`config.mk`:
```
export PLATFORM = sky130hd
export DESIGN_NAME = reader_control_status_page
export DESIGN_NICKNAME = d
export VERILOG_FILES = /design/src/core/reader_ctl_pkg.sv /design/src/core/reader_control_status_page.sv /design/src/core/fault_flags.sv /design/src/core/timer_unit.sv
export SDC_FILE = /design/constraint.sdc
export NUM_CORES = 1
export LEC_CHECK = 0
export BUFFER_PORTS_ARGS = -buffer_cell sky130_fd_sc_hd__buf_2
export CORE_MARGIN = 2
export CORE_UTILIZATION = 33
export CTS_CLUSTER_DIAMETER = 40
export DETAILED_ROUTE_END_ITERATION = 8
export PLACE_DENSITY_LB_ADDON = 0.1
export SLEW_MARGIN = 20
export SYNTH_ARGS = -nofsm -noshare
export SYNTH_HDL_FRONTEND = slang
export SYNTH_SLANG_ARGS = --single-unit
```
`constraint.sdc`:
```
create_clock -name pclk -period 4.3 [get_ports pclk]
set_input_delay 0.43 -clock pclk [delete_from_list [all_inputs] [get_ports pclk]]
set_output_delay 0.43 -clock pclk [all_outputs]
set_load 0.01 [all_outputs]
```
`src/core/reader_ctl_pkg.sv`:
```
`default_nettype none
package reader_ctl_pkg;

   // register indices; byte address is four times the index
   localparam logic [7:0] IDX_CONTROL = 8'h09;
   localparam logic [7:0] IDX_ERROR   = 8'h0A;
   localparam logic [7:0] IDX_COLL    = 8'h0B;
   localparam logic [7:0] IDX_TIMER   = 8'h0C;
   localparam logic [7:0] IDX_RELOAD  = 8'h10;
   localparam logic [7:0] IDX_TSTAT   = 8'h11;

   // control register fields
   localparam int CTL_STANDBY = 5;
   localparam int CTL_DEEP    = 4;
   localparam int CTL_CIPHER  = 3;
   localparam int CTL_HALT    = 2;
   localparam int CTL_LAUNCH  = 1;
   localparam int CTL_PURGE   = 0;

   // error flag fields
   localparam int ERR_KEY = 6;
   localparam int ERR_NVM = 5;
   localparam int ERR_OVR = 4;
   localparam int ERR_CRC = 3;
   localparam int ERR_SOF = 2;
   localparam int ERR_PAR = 1;
   localparam int ERR_COL = 0;

   // timer status fields
   localparam int TST_EXPIRED = 0;
   localparam int TST_RUNNING = 1;

   // values after reset
   localparam logic [7:0] CONTROL_RST = 8'h00;
   localparam logic [7:0] ERROR_RST   = 8'h40;
   localparam logic [7:0] COLL_RST    = 8'h00;
   localparam logic [7:0] RELOAD_RST  = 8'hFF;
   localparam logic [7:0] COUNT_RST   = 8'h00;

   // timer tick period
   localparam int CLK_PERIOD_NS = 8;
   localparam int TICK_NS       = 128;
   localparam int TICK_CYCLES   = (TICK_NS + CLK_PERIOD_NS - 1) / CLK_PERIOD_NS;
   localparam logic [7:0] TICK_LAST = 8'(TICK_CYCLES - 1);

   // events from the command, receiver and queue logic
   typedef struct packed {
      logic       key_load_start;
      logic       key_format_bad;
      logic       nvm_cmd_start;
      logic       nvm_rights_bad;
      logic       queue_write_full;
      logic       receive_prepare_state;
      logic       crc_bad;
      logic       sof_bad;
      logic       parity_bad;
      logic       collision_seen;
      logic [7:0] collision_pos;
   } fault_events_t;

   // power requests to the analog and clock blocks
   typedef struct packed {
      logic blocks_off;
      logic clock_stop;
   } power_ctl_t;

   typedef enum logic [2:0] {
      PH_IDLE   = 3'b001,
      PH_SETUP  = 3'b010,
      PH_ACCESS = 3'b100
   } apb_phase_t;

endpackage
`default_nettype wire

```
`src/core/reader_control_status_page.sv`:
```
// Functional notes
// - standby stops blocks, clock keeps running
// - deep sleep stops blocks and clock
// - cipher flag set only by auth success
// - timer halt strobe, reads zero
// - timer launch strobe, reads zero
// - queue purge clears pointers, level, overrun
// - read-only error flags, reset 40h
// - key fault clears at load, sets bad
// - nvm fault clears at start, sets violation
// - overrun sets on write while full
// - checksum fault when enabled and bad
// - frame start fault on bad start
// - parity fault on parity failure
// - collision fault, type A only
// - receive faults cleared in receive prepare
// - collision index gives first collision position
// - no collision index under type B
// - read-only timer count register
// - timer count read shows live counter
// - expiry flag sets at zero only
//
// The APB register port is this design's own decision.
`timescale 1ns/10ps
`default_nettype none

module reader_control_status_page
(
   input  wire logic                          pclk,             // 125 MHz clock
   input  wire logic                          presetn,          // async reset, low
   input  wire logic                          psel,             // apb select
   input  wire logic                          penable,          // apb access phase
   input  wire logic                          pwrite,           // apb write
   input  wire logic [11:0]                   paddr,            // apb byte address
   input  wire logic [31:0]                   pwdata,           // apb write data
   output logic      [31:0]                   prdata,           // apb read data
   output logic                               pready,           // apb ready
   output logic                               pslverr,          // apb error
   input  wire reader_ctl_pkg::fault_events_t fault_events,     // command and rx events
   input  wire logic                          auth_second_ok,   // second auth passed
   input  wire logic                          receive_check_enable, // rx crc check on
   input  wire logic                          type_b_mode,      // type B protocol
   output reader_ctl_pkg::power_ctl_t         power_ctl,        // power requests
   output logic                               cipher_active,    // encrypt card traffic
   output logic                               queue_purge,      // flush queue pulse
   output logic                               timer_expiry_request // timer hit zero
);

   reader_ctl_pkg::apb_phase_t phase;
   reader_ctl_pkg::apb_phase_t next_phase;

   logic [7:0] ctl_hold;
   logic [1:0] sleep_bits;
   logic       cipher_bit;
   logic [7:0] coll_index;
   logic       coll_captured;
   logic [7:0] reload;
   logic [7:0] err_flags;
   logic [7:0] err_set;
   logic [7:0] err_clr;
   logic [7:0] timer_count;
   logic       timer_running;
   logic       timer_expired;
   logic       halt_pulse;
   logic       launch_pulse;
   logic [7:0] read_mux;
   logic       addr_hit;
   logic       wr_edge;
   logic       ctl_write;
   logic       reload_write;
   logic [9:0] word_addr;

   // register decode on the word address
   assign word_addr = paddr[11:2];

   always_comb
   begin
      addr_hit = 1'b1;
      read_mux = 8'h00;
      case (word_addr)
         {2'b00, reader_ctl_pkg::IDX_CONTROL}:
            read_mux = {2'b00, ctl_hold[5:3], 3'b000};
         {2'b00, reader_ctl_pkg::IDX_ERROR}:
            read_mux = err_flags;
         {2'b00, reader_ctl_pkg::IDX_COLL}:
            read_mux = coll_index;
         {2'b00, reader_ctl_pkg::IDX_TIMER}:
            read_mux = timer_count;
         {2'b00, reader_ctl_pkg::IDX_RELOAD}:
            read_mux = reload;
         {2'b00, reader_ctl_pkg::IDX_TSTAT}:
            read_mux = {6'h00, timer_running, timer_expired};
         default:
            addr_hit = 1'b0;
      endcase
   end

   // apb phase tracking
   always_comb
   begin
      next_phase = phase;
      case (phase)
         reader_ctl_pkg::PH_IDLE:
            if (psel)
               next_phase = reader_ctl_pkg::PH_SETUP;
         reader_ctl_pkg::PH_SETUP:
            if (psel && penable)
               next_phase = reader_ctl_pkg::PH_ACCESS;
            else if (!psel)
               next_phase = reader_ctl_pkg::PH_IDLE;
         reader_ctl_pkg::PH_ACCESS:
            if (psel && !penable)
               next_phase = reader_ctl_pkg::PH_SETUP;
            else if (!psel)
               next_phase = reader_ctl_pkg::PH_IDLE;
            else
               next_phase = reader_ctl_pkg::PH_ACCESS;
         default:
            next_phase = reader_ctl_pkg::PH_IDLE;
      endcase
   end

   always_ff @(posedge pclk or negedge presetn)
   begin
      if (!presetn)
         phase <= reader_ctl_pkg::PH_IDLE;
      else
         phase <= next_phase;
   end

   // zero-wait slave: access phase always completes
   assign pready  = 1'b1;
   assign pslverr = psel && penable && !addr_hit;
   assign wr_edge = psel && penable && pready && pwrite && addr_hit;
   assign ctl_write = wr_edge && (word_addr == {2'b00, reader_ctl_pkg::IDX_CONTROL});
   assign reload_write = wr_edge && (word_addr == {2'b00, reader_ctl_pkg::IDX_RELOAD});

   // read data captured in the setup cycle
   always_ff @(posedge pclk or negedge presetn)
   begin
      if (!presetn)
         prdata <= 32'h0000_0000;
      else if (psel && !penable && !pwrite)
         prdata <= {24'h00_0000, read_mux};
      else if (psel && penable)
         prdata <= prdata;
      else
         prdata <= 32'h0000_0000;
   end

   // standby and deep sleep requests, software owned
   always_ff @(posedge pclk or negedge presetn)
   begin
      if (!presetn)
         sleep_bits <= reader_ctl_pkg::CONTROL_RST[5:4];
      else if (ctl_write)
         sleep_bits <= {pwdata[reader_ctl_pkg::CTL_STANDBY],
                        pwdata[reader_ctl_pkg::CTL_DEEP]};
   end

   // cipher flag: only the auth result sets it; software may clear; set wins
   always_ff @(posedge pclk or negedge presetn)
   begin
      if (!presetn)
         cipher_bit <= reader_ctl_pkg::CONTROL_RST[3];
      else if (auth_second_ok)
         cipher_bit <= 1'b1;
      else if (ctl_write && !pwdata[reader_ctl_pkg::CTL_CIPHER])
         cipher_bit <= 1'b0;
   end

   // control image; reserved and strobe bits hold no state and read as zero
   assign ctl_hold = {2'b00, sleep_bits, cipher_bit, 3'b000};

   assign cipher_active = ctl_hold[reader_ctl_pkg::CTL_CIPHER];

   // power requests; deep sleep implies blocks off as well
   assign power_ctl.blocks_off = ctl_hold[reader_ctl_pkg::CTL_STANDBY] ||
                                 ctl_hold[reader_ctl_pkg::CTL_DEEP];
   assign power_ctl.clock_stop = ctl_hold[reader_ctl_pkg::CTL_DEEP];

   // one-cycle strobes after the write edge
   always_ff @(posedge pclk or negedge presetn)
   begin
      if (!presetn)
      begin
         halt_pulse   <= 1'b0;
         launch_pulse <= 1'b0;
         queue_purge  <= 1'b0;
      end
      else
      begin
         halt_pulse   <= ctl_write && pwdata[reader_ctl_pkg::CTL_HALT];
         launch_pulse <= ctl_write && pwdata[reader_ctl_pkg::CTL_LAUNCH];
         queue_purge  <= ctl_write && pwdata[reader_ctl_pkg::CTL_PURGE];
      end
   end

   // timer start value
   always_ff @(posedge pclk or negedge presetn)
   begin
      if (!presetn)
         reload <= reader_ctl_pkg::RELOAD_RST;
      else if (reload_write)
         reload <= pwdata[7:0];
   end

   // timer; clock stop also freezes it
   timer_unit u_timer
   (
      .pclk    (pclk),
      .presetn (presetn),
      .launch  (launch_pulse),
      .halt    (halt_pulse),
      .freeze  (power_ctl.clock_stop),
      .reload  (reload),
      .count   (timer_count),
      .running (timer_running),
      .expired (timer_expired)
   );

   assign timer_expiry_request = timer_expired;

   // fault set events; collision reported for type A only
   always_comb
   begin
      err_set = 8'h00;
      err_set[reader_ctl_pkg::ERR_KEY] = fault_events.key_format_bad;
      err_set[reader_ctl_pkg::ERR_NVM] = fault_events.nvm_rights_bad;
      err_set[reader_ctl_pkg::ERR_OVR] = fault_events.queue_write_full;
      err_set[reader_ctl_pkg::ERR_CRC] = fault_events.crc_bad &&
                                         receive_check_enable;
      err_set[reader_ctl_pkg::ERR_SOF] = fault_events.sof_bad;
      err_set[reader_ctl_pkg::ERR_PAR] = fault_events.parity_bad;
      err_set[reader_ctl_pkg::ERR_COL] = fault_events.collision_seen &&
                                         !type_b_mode;
   end

   // fault clear events
   always_comb
   begin
      err_clr = 8'h00;
      err_clr[reader_ctl_pkg::ERR_KEY] = fault_events.key_load_start;
      err_clr[reader_ctl_pkg::ERR_NVM] = fault_events.nvm_cmd_start;
      err_clr[reader_ctl_pkg::ERR_OVR] = queue_purge;
      err_clr[reader_ctl_pkg::ERR_CRC] = fault_events.receive_prepare_state;
      err_clr[reader_ctl_pkg::ERR_SOF] = fault_events.receive_prepare_state;
      err_clr[reader_ctl_pkg::ERR_PAR] = fault_events.receive_prepare_state;
      err_clr[reader_ctl_pkg::ERR_COL] = fault_events.receive_prepare_state;
   end

   // sticky error flags of the last command
   fault_flags u_faults
   (
      .pclk    (pclk),
      .presetn (presetn),
      .set_vec (err_set),
      .clr_vec (err_clr),
      .flags   (err_flags)
   );

   // first collision of a frame; rearmed by receive prepare
   always_ff @(posedge pclk or negedge presetn)
   begin
      if (!presetn)
      begin
         coll_index    <= reader_ctl_pkg::COLL_RST;
         coll_captured <= 1'b0;
      end
      else if (fault_events.collision_seen && !type_b_mode && !coll_captured)
      begin
         coll_index    <= fault_events.collision_pos;
         coll_captured <= 1'b1;
      end
      else if (fault_events.receive_prepare_state)
         coll_captured <= 1'b0;
   end

endmodule

`default_nettype wire

```
`src/core/fault_flags.sv`:
```
`timescale 1ns/10ps
`default_nettype none

module fault_flags
(
   input  wire logic       pclk,     // clock
   input  wire logic       presetn,  // async reset, low
   input  wire logic [7:0] set_vec,  // per-bit set pulses
   input  wire logic [7:0] clr_vec,  // per-bit clear pulses
   output logic      [7:0] flags     // sticky flags
);

   // one sticky flag per bit; set wins over clear
   genvar i;
   generate
      for (i = 0; i < 8; i++)
      begin : g_flag
         always_ff @(posedge pclk or negedge presetn)
         begin
            if (!presetn)
               flags[i] <= reader_ctl_pkg::ERROR_RST[i];
            else if (set_vec[i])
               flags[i] <= 1'b1;
            else if (clr_vec[i])
               flags[i] <= 1'b0;
         end
      end
   endgenerate

endmodule

`default_nettype wire

```
`src/core/timer_unit.sv`:
```
`timescale 1ns/10ps
`default_nettype none

module timer_unit
(
   input  wire logic       pclk,     // clock
   input  wire logic       presetn,  // async reset, low
   input  wire logic       launch,   // start pulse
   input  wire logic       halt,     // stop pulse
   input  wire logic       freeze,   // clock stopped
   input  wire logic [7:0] reload,   // start value
   output logic      [7:0] count,    // current count
   output logic            running,  // counting
   output logic            expired   // reached zero
);

   logic [7:0] tick_cnt;
   logic       tick;

   // divider making the one-cycle tick enable
   always_ff @(posedge pclk or negedge presetn)
   begin
      if (!presetn)
         tick_cnt <= 8'h00;
      else if (launch || tick)
         tick_cnt <= 8'h00;
      else if (running && !freeze)
         tick_cnt <= tick_cnt + 8'h01;
   end

   assign tick = running && !freeze && (tick_cnt == reader_ctl_pkg::TICK_LAST);

   // down counter; halt wins over launch
   always_ff @(posedge pclk or negedge presetn)
   begin
      if (!presetn)
      begin
         count   <= reader_ctl_pkg::COUNT_RST;
         running <= 1'b0;
         expired <= 1'b0;
      end
      else if (halt)
         running <= 1'b0;
      else if (launch)
      begin
         count   <= reload;
         running <= (reload != 8'h00);
         expired <= (reload == 8'h00);
      end
      else if (tick)
      begin
         count <= count - 8'h01;
         if (count == 8'h01)
         begin
            running <= 1'b0;
            expired <= 1'b1;
         end
      end
   end

endmodule

`default_nettype wire

```
==> results of run 1 <==
-- cell usage after synthesis, types with 2 or more instances --
library cell / number / area [sq um]
and2_1: 5 / 31.3
inv_1: 14 / 52.6
o21ai_0: 13 / 65.1
a222oi_1: 2 / 20.0
buf_4: 26 / 195
a21o_1: 9 / 67.6
dfrtp_1: 47 / 1180
nor4_1: 3 / 18.8
xor2_1: 5 / 43.8
nand3_1: 7 / 35.0
a221oi_1: 7 / 61.3
and4b_1: 2 / 20.0
nor3b_1: 3 / 22.5
nand2b_1: 3 / 18.8
and3_1: 3 / 18.8
o22ai_1: 3 / 18.8
a22o_1: 3 / 26.3
or3_4: 2 / 22.5
clkbuf_1: 5 / 18.8
a21oi_1: 13 / 65.1
nor3_1: 5 / 25.0
mux2_2: 19 / 214
nand2_1: 21 / 78.8
ha_1: 3 / 37.5
conb_1: 2 / 7.51
nand4_1: 7 / 43.8
o22a_1: 2 / 17.5
nor3b_2: 2 / 25.0
nor2b_1: 2 / 12.5
a32oi_1: 2 / 17.5
nor2_1: 20 / 75.1
a211oi_1: 2 / 15.0
dfstp_2: 9 / 236
or4_1: 2 / 15.0
a22oi_1: 6 / 45.0
-- power by group --
part	internal, W	total [W]	leakage, nW	switching (W)
registers	0.000550	0.000564	0.702	0.0000145
clock network	0.000115	0.000285	0.0422	0.000170
logic	0.0000411	0.0000965	0.835	0.0000554
-- cell type report --
type | instances | area (sq um)
Multi-Input combinational cell | 221 | 1450
Sequential cell | 56 | 1410
Clock buffer | 7 | 76.3
Tap cell | 111 | 139
Timing Repair Buffer | 58 | 293
Clock inverter | 1 | 5.00
Inverter | 15 | 56.3
Fill cell | 978 | 5670
-- final timing paths --
| kind | startpoint | to | slack (ps) |
|---|---|---|---|
| max in group asynchronous | presetn | prdata[1] | 3570 |
| min in group pclk | fault_events[10] | u_faults.flags[2] | 290 |
| setup / recovery | paddr[5] | pslverr | 1870 |
| hold reg to reg | halt_pulse | u_timer.running | 460 |
| hold / removal | presetn | u_timer.tick_cnt[4] | 250 |
| setup reg to reg | u_timer.tick_cnt[0] | u_timer.count[0] | 1920 |
-- routing by layer --
layer | wire length, um | vias up
li1 | - | 1158
met1 | 3840 | 1185
met2 | 3310 | 73
met3 | 367 | 10
met4 | 108 | 0
met5 | 0 | -
-- sequential cells by signal, summed over array words and instances (netlist names) --
signal / count
halt_pulse: 1
prdata: 8
queue_purge: 1
coll_index: 8
sleep_bits: 2
u_timer.count: 8
launch_pulse: 1
reload: 8
u_timer.expired: 1
cipher_active: 1
u_timer.tick_cnt: 8
u_faults.flags: 7
u_timer.running: 1
coll_captured: 1
-- worst max-delay path, delay by kind of cell --
| family | cells | cell delay, ps |
|---|---|---|
| compound gates | 2 | 550 |
| buf+inv | 2 | 310 |
| simple gates | 2 | 710 |
-- cell families after synthesis --
kind of cell	count (synthesis)
buffers and inverters	48
AND/OR/NAND/NOR	96
adder cells (fa/ha/maj)	3
multiplexers	20
AO/OA/AOI/OAI	72
XOR/XNOR	5
flip-flops	56
other	2
-- per-stage QoR --
| stage | utilization | total power [W] | setup WS, ps |
|---|---|---|---|
| finish | 0.377 | 0.000946 | 1870 |
| global route | 0.377 | 0.000999 | 1670 |
| CTS | 0.377 | 0.000960 | 1880 |
| detailed placement | 0.368 | 0.000672 | 1820 |
| global placement | 0.368 | 0.000669 | 1780 |
| floorplan | - | 0.000636 | 2290 |
==> impl_results.md, run 1 <==
- Buffers on Ports: 57
- Core footprint: 9110 sq um
- Remaining DRCs: 0
- Number of H-tree levels: 2
- Hold Vio Cnt, Final: 0
- Worst min-delay path class: input pin to asynchronous set/reset pin
- Rel. slew slack: 0.430
- Total iterations of the first detailed-routing run: 4
- Post-CTS setup buffer count: 0
- Later-pin clock latency in the skew report: 310 ps
- Adder-cell share of the synthesized area: 0.0123
- Final setup violation count: 0
- Initial Utilization: 0.336
- Die span in y: 100 um
- First-pass GRT wire length: 12.7 mm
- GR Overflow Total: 0
- Die Width: 100 um
- Critical path, cell by cell: buf_2 -> nor3b_2 -> nand2_1 -> a32oi_1 -> a21boi_0 -> buf_2
- CTS Buf Count: 5
- Mux contribution to synthesized area: 0.0732
- Ys Warns: 0
- VDD IR max: 0.127 mV
- Vias per cell: 5.17
- Worst Tran Pin Value: 851 ps
- Leakage power: 1.58 nW
- Global routing usage on met3: 0.0265
- Total number of vias: 2,426
- Largest family of logic cells by synthesized area: simple AND/OR/NAND/NOR gates
- Cells after DPL: 461
- Final worst path period share: 0.565
- Worst reg-to-reg path cell count: 6
- Clock sink count: 56
- Most used DFF post-synth: dfrtp_1
- GR Util met1: 0.242
- Power Density: 275 nW/um^2
- Unrepaired setup endpoints after global routing: no
- CP Capture Type: output port
- Dpl hpwl: 5.68 mm
- Post-route insts no fill: 469
- Detailed Route Iter0 Violations: 119
- Pin count of the biggest net entering global routing: 57
- Layout Area Growth over Synthesis: 12.3%
- Clock-pin slew on the worst setup and hold paths: 100 ps
- Register area share after synthesis: 0.462
- Root buffer cell: clkbuf_8
- Crit path DAT: 2000 ps
- Area of the die: 10,100 sq um
- CP max stage delay: 520 ps
- Slew Viols, Final: 0
- Flops & latches, synth: 56
- Site row count: 35
- Top Ports: 109
- Fmax achieved: 412 MHz
- CP Max Fanout: 9
- Slowest-stage cell, CP: nor3b_2
- DRT Wirelength: 7.62 mm
- Compound-Gate Fraction of Synth Area: 0.164
- Most used cell, CP: buf_2
- Most common cell after layout, fill and taps aside: buf_2
- Synthesized-area fraction occupied by and/or/nand/nor cells: 0.180
- Post-route setup TNS: 0 ps
- Ant diodes: 0
- Mapped Area: 3060 sq um
- Initial antenna violation count: 0
- Hold Slack: 251 ps
- Placer Congestion: 0.789
- CP Class: input pin to output port
- CTS Buffer Depth: 2
- Setup Skew: 7.04 ps
- FFs w/ async S/R, synth: 1.00
- Status: completed
- CTS Hold Bufs: 0
- Max_cap viols: 0
- Post-cts sizing count: 0
- Total GRT Usage: 0.161
- Nets: 430
- Share of cells above drive strength 1: 0.279
- Mapped Cells: 302
- Worst path required time: 3870 ps
- GRT met2 Usage: 0.240
- Avg Cell Area, Syn: 10.1 sq um
- Remaining antenna violation count: 0
- Commonest cells after routing, fill and taps aside: buf_2, dfrtp_1, conb_1
- Vias in the first global route: 2,404
- Gr busiest metal: met1
- Final instance area: 3440 sq um
- Post-route minimum period: 2430 ps
- Startpoint types: input pin
- WL/cell: 16.3 um
- CTS tree: built
- XOR/XNOR Fraction of Synth Area: 0.0143
- Placed Area: 3350 sq um
- Cell variety after synth: 58
- Number of synthesized flops with an enable pin: 0
Note: power is estimated with default switching activity, not from simulation.
==> run 2: changes to the inputs <==
==> constraint.sdc (replaced) <==
create_clock -name pclk -period 2 [get_ports pclk]
set_input_delay 0.2 -clock pclk [delete_from_list [all_inputs] [get_ports pclk]]
set_output_delay 0.2 -clock pclk [all_outputs]
set_load 0.01 [all_outputs]
==> run 2 against run 1 <==
Effect of this change: first-iteration DRC count fell by 4.2%; utilization is 2.3 points higher; via count grew 1.7%; clock skew about the same; critical endpoint is now u_timer.count[7]; largest power group unchanged; the flow now finishes with violations (setup timing); hold slack lost 190 ps.
==> impl_results.md, run 2 (same netlist as run 1, synthesis figures left out) <==
- Worst Tran Pin Value: 523 ps
- CP Class: flop to flop
- Die span in y: 100 um
- Die Width: 100 um
- Vias in the first global route: 2,384
- Top Ports: 109
- Number of H-tree levels: 2
- Remaining DRCs: 0
- GRT met2 Usage: 0.236
- Worst reg-to-reg setup slack: -5 ps
- Total power: 0.00218 W
- Hold Vio Cnt, Final: 0
- Initial antenna violation count: 0
- Startpoint types: flop
- Status: complete, but fails checks
- Comb power frac: 0.101
- CP Capture Type: flop
- Commonest cells after routing, fill and taps aside: buf_2, dfrtp_1, conb_1
- Setup Skew: 6.87 ps
- Site row count: 35
- Cells after DPL: 479
- Clock sink count: 56
- Clock-pin slew on the worst setup and hold paths: 100 ps
- Ant diodes: 0
- Failing checks: setup timing
- VDD IR max: 0.287 mV
- Post-route minimum period: 2010 ps
- Seq pwr share: 0.557
- GR Overflow Total: 0
- Vias per cell: 5.03
- Switch share: 0.240
- Post-route setup TNS: -5.16 ps
- Total iterations of the first detailed-routing run: 4
- Crit path DAT: 2200 ps
- Clk pwr share: 0.342
- Placer Congestion: 0.843
- Later-pin clock latency in the skew report: 310 ps
- Power Density: 597 nW/um^2
- CTS tree: built
- CTS Buf Count: 5
- Share of cells above drive strength 1: 0.325
- Area of the die: 10,100 sq um
- Slew Viols, Final: 0
- Layout Area Growth over Synthesis: 19.1%
- Buffers on Ports: 57
- Rel. slew slack: 0.651
- CTS Buffer Depth: 2
- Multi-input gate area: 1460 sq um
- Final WS setup: -5.16 ps
- Most common cell after layout, fill and taps aside: buf_2
- WL/cell: 15.8 um
- Nets: 451
- Unrepaired setup endpoints after global routing: yes
- Core footprint: 9110 sq um
- Fmax achieved: 499 MHz
- GR Util met1: 0.232
- Final setup violation count: 1
- Remaining antenna violation count: 0
- Global routing usage on met3: 0.0313
- Fill count: 919
- Max_cap viols: 0
- Post-route insts no fill: 490
- Worst path required time: 2200 ps
- Net Sw Power: 0.000522 W
- Gr busiest metal: met2
- Detailed Route Iter0 Violations: 114
- DRT Wirelength: 7.75 mm
- Pin count of the biggest net entering global routing: 37
- Root buffer cell: clkbuf_8
- Internal: 0.00165 W
- Total number of vias: 2,467
- Setup Slack @ Placement: 5.95 ps
- Total GRT Usage: 0.158
- Initial Utilization: 0.336
- CP Max Fanout: 3
- Register area: 1410 sq um
- Leakage power: 1.70 nW
- First-pass GRT wire length: 12.5 mm
- Dpl hpwl: 6.01 mm
- Final worst path period share: 1.00
- Worst min-delay path class: input pin to flop
-- run 2: worst paths after layout --
check                                  from          endpoint  cells past startpoint
setup / recovery           u_timer.count[2]  u_timer.count[7]                      5
hold / removal               auth_second_ok     cipher_active                      2
setup reg to reg           u_timer.count[2]  u_timer.count[7]                      5
hold reg to reg                  halt_pulse   u_timer.running                      1
max in group asynchronous           presetn         reload[6]                      3
min in group asynchronous           presetn     coll_index[1]                      2
-- run 2: metal layers --
layer | wire, um | up-vias
met2 | 3440 | 67
li1 | - | 1206
met4 | 85 | 0
met5 | 0 | -
met3 | 356 | 6
met1 | 3860 | 1188
-- run 2: through the flow --
step,hold slack [ps],area (sq um),utilization
final,56.7,3640,0.400
after global routing,41.6,3640,0.400
after CTS,46.0,3620,0.398
after detailed placement,200,3500,0.384
after global placement,206,3500,0.384
after floorplan,-95.6,3150,-
-- run 2: worst max-delay path: stages (launching register included) --
cell,delay (ps)
dfrtp_1,390
or3_4,390
or3_4,340
or3_4,340
a31o_1,220
a211o_1,220
-- run 2: final cells by class --
cell class                 count  share of cell area
multi-input combinational    221               0.401
sequential                    56               0.388
timing repair buffer          79               0.128
tap                          111              0.0381
clock buffer                   6              0.0199
inverter                      15              0.0155
clock inverter                 2             0.00962
-- run 2: power by group through the flow --
| stage | Sequential [W] | Combinational, W | Clock (W) |
|---|---|---|---|
| detailed placement | 0.00123 | 0.000219 | 0 |
| global route | 0.00122 | 0.000246 | 0.000823 |
| global placement | 0.00123 | 0.000218 | 0 |
| CTS | 0.00121 | 0.000222 | 0.000776 |
| floorplan | 0.00122 | 0.000146 | 0 |
| finish | 0.00121 | 0.000220 | 0.000744 |
-- run 2: timing repair --
item                                   4_1_cts  5_1_grt
resized for setup                            1        1
hold buffers                                 1        0
buffers inserted                             0        2
setup endpoints to repair                    1        5
endpoints found under the hold margin       19        0
pin swaps                                    1        0
